===== src/logic/cjm_pkg.sv =====
package cjm_pkg;
  localparam logic [15:0] RESET_PC = 16'h0000;
  localparam logic [15:0] RESET_WORD = 16'h0000;
  localparam logic [15:0] WORD_STEP = 16'h0002;
  localparam logic [15:0] BYTE_STEP = 16'h0001;
  localparam logic [15:0] STACK_STEP = 16'h0002;
  localparam logic [15:0] WDOG_ADDR = 16'h0120;
  // The key value is arbitrary.
  localparam logic [7:0] WDOG_KEY = 8'ha5;
  localparam logic [2:0] JUMP_TAG = 3'h1;
  localparam logic [3:0] MOV_OP = 4'h4;
  localparam logic [8:0] PUSH_OP = 9'h024;
  localparam logic [2:0] COND_NZ = 3'h0;
  localparam logic [2:0] COND_Z = 3'h1;
  localparam logic [2:0] COND_NC = 3'h2;
  localparam logic [2:0] COND_C = 3'h3;
  localparam logic [2:0] COND_N = 3'h4;
  localparam logic [2:0] COND_GE = 3'h5;
  localparam logic [2:0] COND_L = 3'h6;
  localparam logic [2:0] COND_ALWAYS = 3'h7;
  localparam logic [3:0] REG_PC = 4'h0;
  localparam logic [3:0] REG_SP = 4'h1;
  localparam logic [3:0] REG_SR = 4'h2;
  localparam logic [3:0] REG_CG = 4'h3;
  localparam int SR_C = 0;
  localparam int SR_Z = 1;
  localparam int SR_N = 2;
  localparam int SR_V = 8;
  localparam logic [1:0] AS_REG = 2'h0;
  localparam logic [1:0] AS_IDX = 2'h1;
  localparam logic [1:0] AS_IND = 2'h2;
  localparam logic [1:0] AS_INC = 2'h3;
  localparam logic [15:0] CG_0 = 16'h0000;
  localparam logic [15:0] CG_1 = 16'h0001;
  localparam logic [15:0] CG_2 = 16'h0002;
  localparam logic [15:0] CG_4 = 16'h0004;
  localparam logic [15:0] CG_8 = 16'h0008;
  localparam logic [15:0] CG_ALL = 16'hffff;
  localparam logic [1:0] LANE_NONE = 2'h0;
  localparam logic [1:0] LANE_LO = 2'h1;
  localparam logic [1:0] LANE_HI = 2'h2;
  localparam logic [1:0] LANE_BOTH = 2'h3;
  localparam logic [7:0] OFF_CTRL = 8'h00;
  localparam logic [7:0] OFF_STATUS = 8'h04;
  localparam logic [7:0] OFF_REG_SEL = 8'h08;
  localparam logic [7:0] OFF_REG_DATA = 8'h0c;
  localparam int CTRL_RUN = 0;
  localparam int STAT_HALTED = 0;
  localparam int STAT_WDOG = 1;
  localparam int STAT_BADOP = 2;
  typedef enum logic [3:0] {
    ST_IDLE, ST_FETCH, ST_JUMP, ST_SRC_EXT, ST_SRC_READ, ST_DST_REG,
    ST_DST_EXT, ST_DST_CALC, ST_DST_WRITE, ST_PUSH_DEC
  } cjm_state_t;
endpackage


===== src/logic/cjm_ifs.sv =====
`timescale 1ns/1ps
interface cjm_rf_if;
  logic wr_en;
  logic [3:0] wr_idx;
  logic [15:0] wr_data;
  logic [3:0] a_idx, b_idx, c_idx;
  logic [15:0] a_data, b_data, c_data, sp, sr;
  modport core (output wr_en, wr_idx, wr_data, a_idx, b_idx, c_idx,
                input a_data, b_data, c_data, sp, sr);
  modport store (input wr_en, wr_idx, wr_data, a_idx, b_idx, c_idx,
                 output a_data, b_data, c_data, sp, sr);
endinterface

interface cjm_br_if;
  logic [2:0] cond;
  logic [9:0] offset;
  logic [15:0] pc, sr, target;
  logic taken;
  modport core (output cond, offset, pc, sr, input taken, target);
  modport unit (input cond, offset, pc, sr, output taken, target);
endinterface


===== src/logic/cjm_regfile.sv =====
`timescale 1ns/1ps
module cjm_regfile (
  input wire logic clk,
  input wire logic rst,
  cjm_rf_if.store rf
);
  logic [15:0] regs [1:15];

  // The program counter lives in the core and the constant register holds nothing.
  always_ff @(posedge clk)
  begin
    if (rst)
    begin
      for (int i = 1; i < 16; i++)
        regs[i] <= cjm_pkg::RESET_WORD;
    end
    else if (rf.wr_en && rf.wr_idx != cjm_pkg::REG_PC && rf.wr_idx != cjm_pkg::REG_CG)
      regs[rf.wr_idx] <= rf.wr_data;
  end

  function automatic logic [15:0] rd(input logic [3:0] idx);
    if (idx == cjm_pkg::REG_PC || idx == cjm_pkg::REG_CG)
      return cjm_pkg::RESET_WORD;
    return regs[idx];
  endfunction

  assign rf.a_data = rd(rf.a_idx);
  assign rf.b_data = rd(rf.b_idx);
  assign rf.c_data = rd(rf.c_idx);
  assign rf.sp = regs[cjm_pkg::REG_SP];
  assign rf.sr = regs[cjm_pkg::REG_SR];
endmodule


===== src/logic/cjm_branch.sv =====
`timescale 1ns/1ps
module cjm_branch (
  cjm_br_if.unit br
);
  always_comb
  begin
    case (br.cond)
      cjm_pkg::COND_NZ: br.taken = !br.sr[cjm_pkg::SR_Z]; // RL2
      cjm_pkg::COND_Z: br.taken = br.sr[cjm_pkg::SR_Z]; // RL1
      cjm_pkg::COND_NC: br.taken = !br.sr[cjm_pkg::SR_C]; // RL6
      cjm_pkg::COND_C: br.taken = br.sr[cjm_pkg::SR_C];
      cjm_pkg::COND_N: br.taken = br.sr[cjm_pkg::SR_N]; // RL5
      cjm_pkg::COND_GE: br.taken = !(br.sr[cjm_pkg::SR_N] ^ br.sr[cjm_pkg::SR_V]); // RL3
      cjm_pkg::COND_L: br.taken = br.sr[cjm_pkg::SR_N] ^ br.sr[cjm_pkg::SR_V]; // RL4
      cjm_pkg::COND_ALWAYS: br.taken = 1'b1; // RL7
      default: br.taken = 1'b0;
    endcase
  end

  // The pc given here is already past the jump word, so reach is -511..+512 words.
  assign br.target = br.pc + {{5{br.offset[9]}}, br.offset, 1'b0}; // RL1 RL7 RL8 RL19
endmodule


===== src/logic/cjm_exec.sv =====
`timescale 1ns/1ps
// Functional notes
// RL1: Zero-flag jump adds twice the signed 10-bit offset when zero is set.
// RL2: Not-zero jump is taken when the zero flag is clear.
// RL3: Signed greater-or-equal jump is taken when negative equals overflow.
// RL4: Signed less jump is taken when negative differs from overflow.
// RL5: Negative jump is taken when the negative flag is set.
// RL6: No-carry jump is taken when carry is clear, for unsigned compares.
// RL7: The unconditional jump always adds twice the signed offset.
// RL8: Unconditional jump reaches -511 to +512 words from the program counter.
// RL9: Jumps, moves, pops and pushes never change the arithmetic flags.
// RL10: Moves and pushes keep crystal stop, core halt and interrupt enable.
// RL11: Copy writes the source into the destination, source left intact.
// RL12: Pop reads top word to a temporary, bumps the pointer, then writes.
// RL13: Byte pop still advances the stack pointer by two.
// RL14: Byte pop to a register zeroes the register's high byte.
// RL15: Push lowers the stack pointer by two, then stores at the new top.
// RL16: Byte push still lowers the stack pointer by two.
// RL17: Idle emulations cost 1, 6, 5 and 2 cycles as specified.
// RL18: A write to the watchdog word without its key flags a violation.
// RL19: Jump offsets add to the address of the jump plus two.
module cjm_exec (
  input wire logic REF_CLK,
  input wire logic RESET,
  input wire logic HSEL,
  input wire logic [31:0] HADDR,
  input wire logic [1:0] HTRANS,
  input wire logic HWRITE,
  input wire logic [2:0] HSIZE,
  input wire logic [31:0] HWDATA,
  input wire logic HREADY,
  output logic [31:0] HRDATA,
  output logic HREADYOUT,
  output logic HRESP,
  output logic [15:0] MEM_ADDR,
  output logic MEM_RD,
  output logic [1:0] MEM_WE,
  output logic [15:0] MEM_WDATA,
  input wire logic [15:0] MEM_RDATA,
  output logic HALTED,
  output logic WDOG_VIOLATION
);
  cjm_rf_if rf ();
  cjm_br_if br ();
  cjm_pkg::cjm_state_t state, next_state;
  logic [15:0] pc, next_pc, ir, ext, next_ext, tmp, next_tmp, next_addr, next_wdata;
  logic [15:0] op, pc_inc, src_val, src_sized, mem_byte, rd_val, base_src, base_dst;
  logic [15:0] step, new_sp;
  logic [31:0] rdata_mux;
  logic [1:0] next_we, as_mode, lane;
  logic [3:0] src_idx, dst_idx, reg_sel;
  logic [7:0] dp_addr;
  logic next_rd, run, badop, badop_set, wdog_hit, to_fetch, dp_write;
  logic is_jump, is_mov, is_push, byte_op, ad, src_cg, src_direct, bus_rf_wr;

  cjm_regfile i_cjm_regfile (.clk(REF_CLK), .rst(RESET), .rf(rf));
  cjm_branch i_cjm_branch (.br(br));

  // Decode reads the word straight off the bus during fetch, the latched word after.
  assign op = (state == cjm_pkg::ST_FETCH) ? MEM_RDATA : ir;
  assign is_jump = op[15:13] == cjm_pkg::JUMP_TAG;
  assign is_mov = op[15:12] == cjm_pkg::MOV_OP;
  assign is_push = op[15:7] == cjm_pkg::PUSH_OP;
  assign byte_op = op[6];
  assign as_mode = op[5:4];
  assign ad = op[7];
  assign src_idx = is_push ? op[3:0] : op[11:8];
  assign dst_idx = op[3:0];
  assign pc_inc = pc + cjm_pkg::WORD_STEP;
  assign src_cg = (src_idx == cjm_pkg::REG_SR && as_mode[1]) || src_idx == cjm_pkg::REG_CG;
  assign src_direct = src_cg || as_mode == cjm_pkg::AS_REG;
  assign rf.a_idx = src_idx;
  assign rf.b_idx = dst_idx;
  assign rf.c_idx = reg_sel;
  assign br.cond = op[12:10];
  assign br.offset = op[9:0];
  assign br.pc = pc;
  assign br.sr = rf.sr;

  always_comb
  begin
    src_val = (src_idx == cjm_pkg::REG_PC) ? pc_inc : rf.a_data;
    if (src_idx == cjm_pkg::REG_CG)
    begin
      case (as_mode)
        cjm_pkg::AS_REG: src_val = cjm_pkg::CG_0;
        cjm_pkg::AS_IDX: src_val = cjm_pkg::CG_1;
        cjm_pkg::AS_IND: src_val = cjm_pkg::CG_2;
        default: src_val = cjm_pkg::CG_ALL;
      endcase
    end
    else if (src_cg)
      src_val = (as_mode == cjm_pkg::AS_IND) ? cjm_pkg::CG_4 : cjm_pkg::CG_8;
  end

  assign src_sized = byte_op ? {8'h00, src_val[7:0]} : src_val; // RL14
  assign mem_byte = MEM_ADDR[0] ? {8'h00, MEM_RDATA[15:8]} : {8'h00, MEM_RDATA[7:0]};
  assign rd_val = byte_op ? mem_byte : MEM_RDATA;
  assign base_src = (src_idx == cjm_pkg::REG_PC) ? MEM_ADDR :
                    (src_idx == cjm_pkg::REG_SR) ? cjm_pkg::RESET_WORD : rf.a_data;
  assign base_dst = (dst_idx == cjm_pkg::REG_PC) ? MEM_ADDR :
                    (dst_idx == cjm_pkg::REG_SR) ? cjm_pkg::RESET_WORD : rf.b_data;
  // The stack and program pointers stay word aligned even for byte operands.
  assign step = (!byte_op || src_idx == cjm_pkg::REG_SP || src_idx == cjm_pkg::REG_PC) ?
                cjm_pkg::WORD_STEP : cjm_pkg::BYTE_STEP; // RL13
  assign new_sp = rf.sp - cjm_pkg::STACK_STEP; // RL15 RL16
  assign lane = ext[0] ? cjm_pkg::LANE_HI : cjm_pkg::LANE_LO;
  assign bus_rf_wr = dp_write && dp_addr == cjm_pkg::OFF_REG_DATA && state == cjm_pkg::ST_IDLE;

  always_comb
  begin
    next_state = state;
    next_pc = pc;
    next_ext = ext;
    next_tmp = tmp;
    next_addr = MEM_ADDR;
    next_rd = 1'b0;
    next_we = cjm_pkg::LANE_NONE;
    next_wdata = MEM_WDATA;
    rf.wr_en = 1'b0;
    rf.wr_idx = dst_idx;
    rf.wr_data = tmp;
    badop_set = 1'b0;
    to_fetch = 1'b0;
    case (state)
      cjm_pkg::ST_IDLE:
      begin
        if (bus_rf_wr && reg_sel == cjm_pkg::REG_PC)
          next_pc = HWDATA[15:0];
        rf.wr_en = bus_rf_wr;
        rf.wr_idx = reg_sel;
        rf.wr_data = HWDATA[15:0];
        to_fetch = 1'b1;
      end
      cjm_pkg::ST_FETCH:
      begin
        next_pc = pc_inc;
        if (is_jump)
          next_state = cjm_pkg::ST_JUMP; // RL17
        else if (!is_mov && !is_push)
        begin
          badop_set = 1'b1;
          to_fetch = 1'b1;
        end
        else if (!src_direct && as_mode == cjm_pkg::AS_IDX)
        begin
          next_state = cjm_pkg::ST_SRC_EXT;
          next_addr = pc_inc;
          next_rd = 1'b1;
        end
        else if (!src_direct)
        begin
          next_state = cjm_pkg::ST_SRC_READ;
          next_addr = (src_idx == cjm_pkg::REG_PC) ? pc_inc : rf.a_data;
          next_rd = 1'b1;
        end
        else
        begin
          next_tmp = src_sized;
          if (is_push)
            next_state = cjm_pkg::ST_PUSH_DEC;
          else if (ad)
          begin
            next_state = cjm_pkg::ST_DST_EXT;
            next_addr = pc_inc;
            next_rd = 1'b1;
          end
          else
          begin
            // Register to register copy finishes in the fetch cycle itself.
            if (dst_idx == cjm_pkg::REG_PC)
              next_pc = src_sized;
            rf.wr_en = dst_idx != cjm_pkg::REG_PC; // RL11 RL17
            rf.wr_data = src_sized;
            to_fetch = 1'b1;
          end
        end
      end
      cjm_pkg::ST_SRC_EXT:
      begin
        next_pc = pc_inc;
        next_addr = base_src + MEM_RDATA;
        next_rd = 1'b1;
        next_state = cjm_pkg::ST_SRC_READ;
      end
      cjm_pkg::ST_SRC_READ:
      begin
        next_tmp = rd_val; // RL12
        if (as_mode == cjm_pkg::AS_INC && src_idx == cjm_pkg::REG_PC)
          next_pc = pc + step;
        rf.wr_en = as_mode == cjm_pkg::AS_INC && src_idx != cjm_pkg::REG_PC; // RL12
        rf.wr_idx = src_idx;
        rf.wr_data = rf.a_data + step; // RL12 RL13
        if (is_push)
          next_state = cjm_pkg::ST_PUSH_DEC;
        else if (ad)
        begin
          next_state = cjm_pkg::ST_DST_EXT;
          next_addr = next_pc;
          next_rd = 1'b1;
        end
        else
          next_state = cjm_pkg::ST_DST_REG;
      end
      cjm_pkg::ST_DST_REG:
      begin
        // Only an explicit move into the status word touches its flags and mode bits.
        if (dst_idx == cjm_pkg::REG_PC)
          next_pc = tmp;
        rf.wr_en = dst_idx != cjm_pkg::REG_PC; // RL9 RL10 RL11 RL14
        to_fetch = 1'b1;
      end
      cjm_pkg::ST_DST_EXT:
      begin
        next_pc = pc_inc;
        next_ext = base_dst + MEM_RDATA;
        next_state = cjm_pkg::ST_DST_CALC;
      end
      cjm_pkg::ST_DST_CALC:
      begin
        next_addr = ext;
        next_we = byte_op ? lane : cjm_pkg::LANE_BOTH;
        next_wdata = byte_op ? {tmp[7:0], tmp[7:0]} : tmp; // RL11
        next_state = cjm_pkg::ST_DST_WRITE; // RL17
      end
      cjm_pkg::ST_PUSH_DEC:
      begin
        rf.wr_en = 1'b1; // RL15 RL16
        rf.wr_idx = cjm_pkg::REG_SP;
        rf.wr_data = new_sp;
        next_addr = new_sp; // RL15
        next_we = byte_op ? cjm_pkg::LANE_LO : cjm_pkg::LANE_BOTH;
        next_wdata = byte_op ? {tmp[7:0], tmp[7:0]} : tmp;
        next_state = cjm_pkg::ST_DST_WRITE;
      end
      cjm_pkg::ST_DST_WRITE:
        to_fetch = 1'b1;
      cjm_pkg::ST_JUMP:
      begin
        if (br.taken)
          next_pc = br.target; // RL1 RL2 RL3 RL4 RL5 RL6 RL7
        to_fetch = 1'b1; // RL17
      end
      default:
        next_state = cjm_pkg::ST_IDLE;
    endcase
    if (to_fetch)
    begin
      next_state = run ? cjm_pkg::ST_FETCH : cjm_pkg::ST_IDLE;
      next_addr = next_pc;
      next_rd = run;
      next_we = cjm_pkg::LANE_NONE;
    end
  end

  always_ff @(posedge REF_CLK)
  begin
    if (RESET)
    begin
      state <= cjm_pkg::ST_IDLE;
      pc <= cjm_pkg::RESET_PC;
      ir <= cjm_pkg::RESET_WORD;
      ext <= cjm_pkg::RESET_WORD;
      tmp <= cjm_pkg::RESET_WORD;
    end
    else
    begin
      state <= next_state;
      pc <= next_pc;
      ext <= next_ext;
      tmp <= next_tmp;
      if (state == cjm_pkg::ST_FETCH)
        ir <= MEM_RDATA;
    end
  end

  always_ff @(posedge REF_CLK)
  begin
    if (RESET)
    begin
      MEM_ADDR <= cjm_pkg::RESET_PC;
      MEM_RD <= 1'b0;
      MEM_WE <= cjm_pkg::LANE_NONE;
      MEM_WDATA <= cjm_pkg::RESET_WORD;
    end
    else
    begin
      MEM_ADDR <= next_addr;
      MEM_RD <= next_rd;
      MEM_WE <= next_we;
      MEM_WDATA <= next_wdata;
    end
  end

  // A byte write can never carry the key, so it is a violation as well.
  assign wdog_hit = MEM_WE != cjm_pkg::LANE_NONE && MEM_ADDR[15:1] == cjm_pkg::WDOG_ADDR[15:1] &&
                    (MEM_WE != cjm_pkg::LANE_BOTH || MEM_WDATA[15:8] != cjm_pkg::WDOG_KEY); // RL18

  always_ff @(posedge REF_CLK)
  begin
    if (RESET)
      WDOG_VIOLATION <= 1'b0;
    else if (wdog_hit)
      WDOG_VIOLATION <= 1'b1; // RL18
    else if (dp_write && dp_addr == cjm_pkg::OFF_STATUS && HWDATA[cjm_pkg::STAT_WDOG])
      WDOG_VIOLATION <= 1'b0;
  end

  always_ff @(posedge REF_CLK)
  begin
    if (RESET)
      badop <= 1'b0;
    else if (badop_set)
      badop <= 1'b1;
    else if (dp_write && dp_addr == cjm_pkg::OFF_STATUS && HWDATA[cjm_pkg::STAT_BADOP])
      badop <= 1'b0;
  end

  always_ff @(posedge REF_CLK)
  begin
    if (RESET)
    begin
      run <= 1'b0;
      reg_sel <= cjm_pkg::REG_PC;
    end
    else if (dp_write && dp_addr == cjm_pkg::OFF_CTRL)
      run <= HWDATA[cjm_pkg::CTRL_RUN];
    else if (dp_write && dp_addr == cjm_pkg::OFF_REG_SEL)
      reg_sel <= HWDATA[3:0];
  end

  always_comb
  begin
    rdata_mux = 32'h00000000;
    case (HADDR[7:0])
      cjm_pkg::OFF_CTRL: rdata_mux[cjm_pkg::CTRL_RUN] = run;
      cjm_pkg::OFF_STATUS:
      begin
        rdata_mux[cjm_pkg::STAT_HALTED] = state == cjm_pkg::ST_IDLE;
        rdata_mux[cjm_pkg::STAT_WDOG] = WDOG_VIOLATION;
        rdata_mux[cjm_pkg::STAT_BADOP] = badop;
      end
      cjm_pkg::OFF_REG_SEL: rdata_mux[3:0] = reg_sel;
      cjm_pkg::OFF_REG_DATA: rdata_mux[15:0] = (reg_sel == cjm_pkg::REG_PC) ? pc : rf.c_data;
      default: rdata_mux = 32'h00000000;
    endcase
  end

  // Zero wait state slave: read data are captured at the address phase edge.
  always_ff @(posedge REF_CLK)
  begin
    if (RESET)
    begin
      dp_write <= 1'b0;
      dp_addr <= cjm_pkg::OFF_CTRL;
      HRDATA <= 32'h00000000;
    end
    else if (HREADY)
    begin
      dp_write <= HSEL && HTRANS[1] && HWRITE;
      dp_addr <= HADDR[7:0];
      HRDATA <= (HSEL && HTRANS[1] && !HWRITE) ? rdata_mux : 32'h00000000;
    end
  end

  assign HREADYOUT = 1'b1;
  assign HRESP = 1'b0;
  assign HALTED = state == cjm_pkg::ST_IDLE;
endmodule


===== config.mk =====
export PLATFORM = sky130hd
export DESIGN_NAME = cjm_exec
export DESIGN_NICKNAME = d
export VERILOG_FILES = /design/src/logic/cjm_pkg.sv /design/src/logic/cjm_ifs.sv /design/src/logic/cjm_regfile.sv /design/src/logic/cjm_branch.sv /design/src/logic/cjm_exec.sv
export SDC_FILE = /design/constraint.sdc
export NUM_CORES = 1
export LEC_CHECK = 0
export BUFFER_PORTS_ARGS = -buffer_cell sky130_fd_sc_hd__buf_2
export CELL_PAD_IN_SITES_DETAIL_PLACEMENT = 0
export CELL_PAD_IN_SITES_GLOBAL_PLACEMENT = 1
export CORE_MARGIN = 5
export CORE_UTILIZATION = 49
export DETAILED_ROUTE_END_ITERATION = 16
export PLACE_DENSITY_LB_ADDON = 0.1
export SYNTH_ARGS = -nofsm -noshare
export SYNTH_HDL_FRONTEND = slang
export SYNTH_HIERARCHICAL = 1
export SYNTH_SLANG_ARGS = --single-unit

===== constraint.sdc =====
create_clock -name REF_CLK -period 7.55 [get_ports REF_CLK]
set_clock_uncertainty 0.15 [all_clocks]
set_input_delay 0.3775 -clock REF_CLK [delete_from_list [all_inputs] [get_ports REF_CLK]]
set_output_delay 0.3775 -clock REF_CLK [all_outputs]
set_load 0.01 [all_outputs]

==> impl_metrics.yaml <==
worst_setup_path:
  crit_arrival_ps: 7530
  critPathKind: "register to register"
  timing.critical_path.from: "state[3]$_SDFFE_PP0P_"
  cp.required_ps: 7900
  r2r_setup_slack_ps: 370
  crit_fanout: 14
  end_kind: "register"
  crit_chain: "or4b_2, mux2i_4, inv_2, nor2_1, inv_1, buf_4, and2_1, buf_4, buf_4, a22oi_1, a21o_1, a221o_1, a22o_1, ha_1, o21ai_0, a21oi_1, a221oi_1, a21oi_1, a31oi_1, xor2_1, nor2_1, o41ai_1, o31ai_1, a22o_1"
  crit_slowest_cell: "or4b_2"
  startpoint_type: "register"
  reg2reg_from: "state[3]$_SDFFE_PP0P_"
  cpMostUsedCell: "buf_4"
  slowest_delay_ps: 960
  r2r_end: "MEM_ADDR[13]$_SDFFE_PP0P_"
  reg2reg_depth: 24
grt:
  track_usage: 0.390
  grt_pass1_wl_mm: 181
  overflow: 0
  grt_max_degree: 61
  grt_pass1_vias: 25500
  grt_antenna_before_repair: 2
route:
  first_pass_iters: 7
  drcViolationCount: 0
  initialDrtViolationCount: 3632
  ant_nets: 0
  vias: 26500
  avgViaCountPerCell: 6.88
  wl_per_cell_um: 33.3
  wirelength_mm: 128
power:
  switchingPower_mw: 1.25
  pwr-share-comb: 0.066
  vdd_drop_max_mv: 0.195
  power_frac_seq: 0.466
  power.share.clock: 0.468
  power_density_nw_per_um2: 159
  finalPower_mw: 5.11
  p_leak_nw: 11.9
  swShare: 0.244
  internal_power_mw: 3.86
timing:
  fin_crit_sh: 0.951
  rsz0062_at_grt: "no"
  period_minus_slack_ps: 7180
  timing.final.ws_setup_ps: 368
  relSlewSlack: 0.0568
  tightest_slew_ps: 1400
  maxSlewViolCount: 0
  tns_ps: 0
  clock.fmax_mhz: 139
  hold_violations: 0
  finalSetupViolCount: 0
logic_synthesis:
  synth_top_flop_cell: "edfxtp_1"
  syn_inst: 2966
  yosysWarningCount: 6
  synth_cell_types: 106
  synth_edf_count: 256
  synth_seq_cells: 391
  avgSynthCellArea_um2: 9.68
  synth-async-reset-ratio: 0
  syn_area_um2: 28700
  ys_seq_area_frac: 0.362
min_path:
  worst_hold_path_type: "input port to register"
  holdPathEnd: "br.pc[11]$_SDFF_PP0_"
  worstHoldStart: "RESET"
  holdPathStages: 2
cells_and_area:
  n_antenna_cell: 0
  fill_cells: 5134
  drive_above_1_share: 0.190
  layout.nets: 3200
  syn_to_final_growth_pct: 11.6
floorplan:
  die_y_um: 252
  rows: 88
  dieWidth_um: 252
  start_util: 0.496
  die-area_um2: 63600
  core_area_um2: 57900
  num_io_pins: 161
clock_tree:
  cts_buffers: 46
  clockBufferDepth: 3
  cts.repair.resized: 0
  htreeDepth: 2
  cts.sinks: 391
  clk_pin_slew_ps: 70
  cts_tree: "built"
  clk_latency_ps: 620
  root_buffer: "clkbuf_16"
run:
  max_cap_violations: 0
run_status:
  status: "finished clean"
place:
  gp_congestion: 1.02
  dp_hpwl_mm: 92.4
  port_buffers: 98
  pre_cts_ws_ps: 647
## how the worst max path moves through the flow
stage,to,slack [ps],cells after the start
after global routing,MEM_ADDR[13]$_SDFFE_PP0P_,120,25
final,MEM_ADDR[13]$_SDFFE_PP0P_,370,24
after global placement,MEM_ADDR[13]$_SDFFE_PP0P_,780,24
after detailed placement,MEM_ADDR[13]$_SDFFE_PP0P_,650,24
after CTS,MEM_ADDR[13]$_SDFFE_PP0P_,570,24
after floorplan,MEM_ADDR[14]$_SDFFE_PP0P_,1580,24
## placed cells by master (no fill, tap or decap), types with 109 or more instances in the layout
master	Yosys	layout
a21oi_1	177	177
and2_1	233	233
buf_4	24	127
dfxtp_1	135	132
edfxtp_1	256	256
mux2i_1	137	136
mux4_2	130	130
nand2_1	307	307
nor2_1	249	248
o21ai_0	112	109
## worst max-delay path: cells and delay by family, from the launching register on
family          cells  cell delay (ps)
compound gates     12             3270
xor+xnor            1              200
fa+ha+maj           1              320
buf+inv             5             1130
flops               1              310
mux                 1              330
simple gates        4             1320
## area by class of cell
class	instances	area, um2	area share
Timing Repair Buffer	238	1610	0.0502
Sequential cell	391	10400	0.324
Inverter	45	176	0.00550
Multi-Input combinational cell	2333	17300	0.540
Clock buffer	66	1380	0.0430
Tap cell	765	957	0.0299
Clock inverter	17	236	0.00738
## power by group through the flow
| stage | Combinational (mW) | Sequential, mW | Clock (mW) |
|---|---|---|---|
| after floorplan | 0.198 | 2.41 | 0 |
| after global placement | 0.315 | 2.42 | 0 |
| after detailed placement | 0.321 | 2.43 | 0 |
| after CTS | 0.326 | 2.38 | 2.40 |
| after global routing | 0.349 | 2.39 | 2.49 |
| final | 0.336 | 2.38 | 2.39 |
## kinds of logic after synthesis
logic type | count (synthesis) | share of synthesized area
other | 3 | 0.000392
multiplexers | 344 | 0.182
XOR/XNOR | 85 | 0.0259
AO/OA/AOI/OAI | 725 | 0.174
adder cells (fa/ha/maj) | 55 | 0.0253
AND/OR/NAND/NOR | 1074 | 0.185
flip-flops | 391 | 0.362
buffers and inverters | 289 | 0.0456
## per-layer routing
metal / GRT usage / vias to the layer above / part of all wire
li1: - / 11300 / -
met1: 0.499 / 13100 / 0.37
met2: 0.606 / 1666 / 0.44
met3: 0.0759 / 446 / 0.099
met4: 0.259 / 0 / 0.085
met5: 0 / - / 0
## Yosys cell counts, types with 9 or more instances
| library cell | count | area, um2 |
|---|---|---|
| nand4_1 | 20 | 125 |
| or2_2 | 19 | 119 |
| nand2_1 | 307 | 1150 |
| a21oi_1 | 177 | 886 |
| a22oi_1 | 28 | 210 |
| buf_4 | 24 | 180 |
| xnor2_1 | 53 | 464 |
| a211oi_1 | 29 | 218 |
| a22o_1 | 17 | 149 |
| buf_1 | 20 | 75.1 |
| nand3_1 | 69 | 345 |
| o2111ai_1 | 11 | 96.3 |
| and3_1 | 30 | 188 |
| inv_1 | 42 | 158 |
| a221o_1 | 29 | 290 |
| o211ai_1 | 23 | 173 |
| o221ai_1 | 40 | 350 |
| o21ai_1 | 15 | 75.1 |
| clkbuf_1 | 142 | 533 |
| o21a_1 | 9 | 67.6 |
| buf_6 | 9 | 101 |
| nor2_1 | 249 | 935 |
| edfxtp_1 | 256 | 7690 |
| o22ai_1 | 40 | 250 |
| mux2_2 | 72 | 811 |
| a221oi_1 | 33 | 289 |
| mux2i_1 | 137 | 1370 |
| o31ai_1 | 10 | 75.1 |
| dfxtp_1 | 135 | 2700 |
| ha_1 | 50 | 626 |
| nor4_1 | 13 | 81.3 |
| a311oi_1 | 11 | 96.3 |
| nor3_1 | 51 | 255 |
| mux4_2 | 130 | 2930 |
| buf_2 | 46 | 230 |
| o21ai_0 | 112 | 561 |
| a31oi_1 | 27 | 169 |
| a21o_1 | 40 | 300 |
| xor2_1 | 32 | 280 |
| nand2b_1 | 14 | 87.6 |
| and2_1 | 233 | 1460 |
| nor4b_1 | 10 | 87.6 |
## sequential cells by signal, summed over array words and instances (netlist names), 8 cells and up
register,flops
i_cjm_regfile/regs,256
HRDATA,16
MEM_ADDR,16
MEM_WDATA,16
br.pc,16
ext,16
ir,16
tmp,16
dp_addr,8
## metrics by stage
| step | util | hold slack (ps) | instance area, um2 | instances |
|---|---|---|---|---|
| 5_1_grt | 0.553 | 46.1 | 32000 | 3855 |
| 6_report | 0.553 | 41.5 | 32000 | 3855 |
| 2_1_floorplan | - | 282 | 28900 | 3013 |
| 4_1_cts | 0.553 | 22.3 | 32000 | 3855 |
| 3_5_place_dp | 0.524 | 296 | 30300 | 3762 |
| 3_3_place_gp | 0.524 | 289 | 30300 | 3762 |
## repair_timing
| item | 4_1_cts | 5_1_grt |
|---|---|---|
| endpoints found under the hold margin | 9 | 0 |
| setup buffers | 0 | 0 |
| hold buffers | 10 | 0 |
Note: power is estimated with default switching activity, not from simulation.
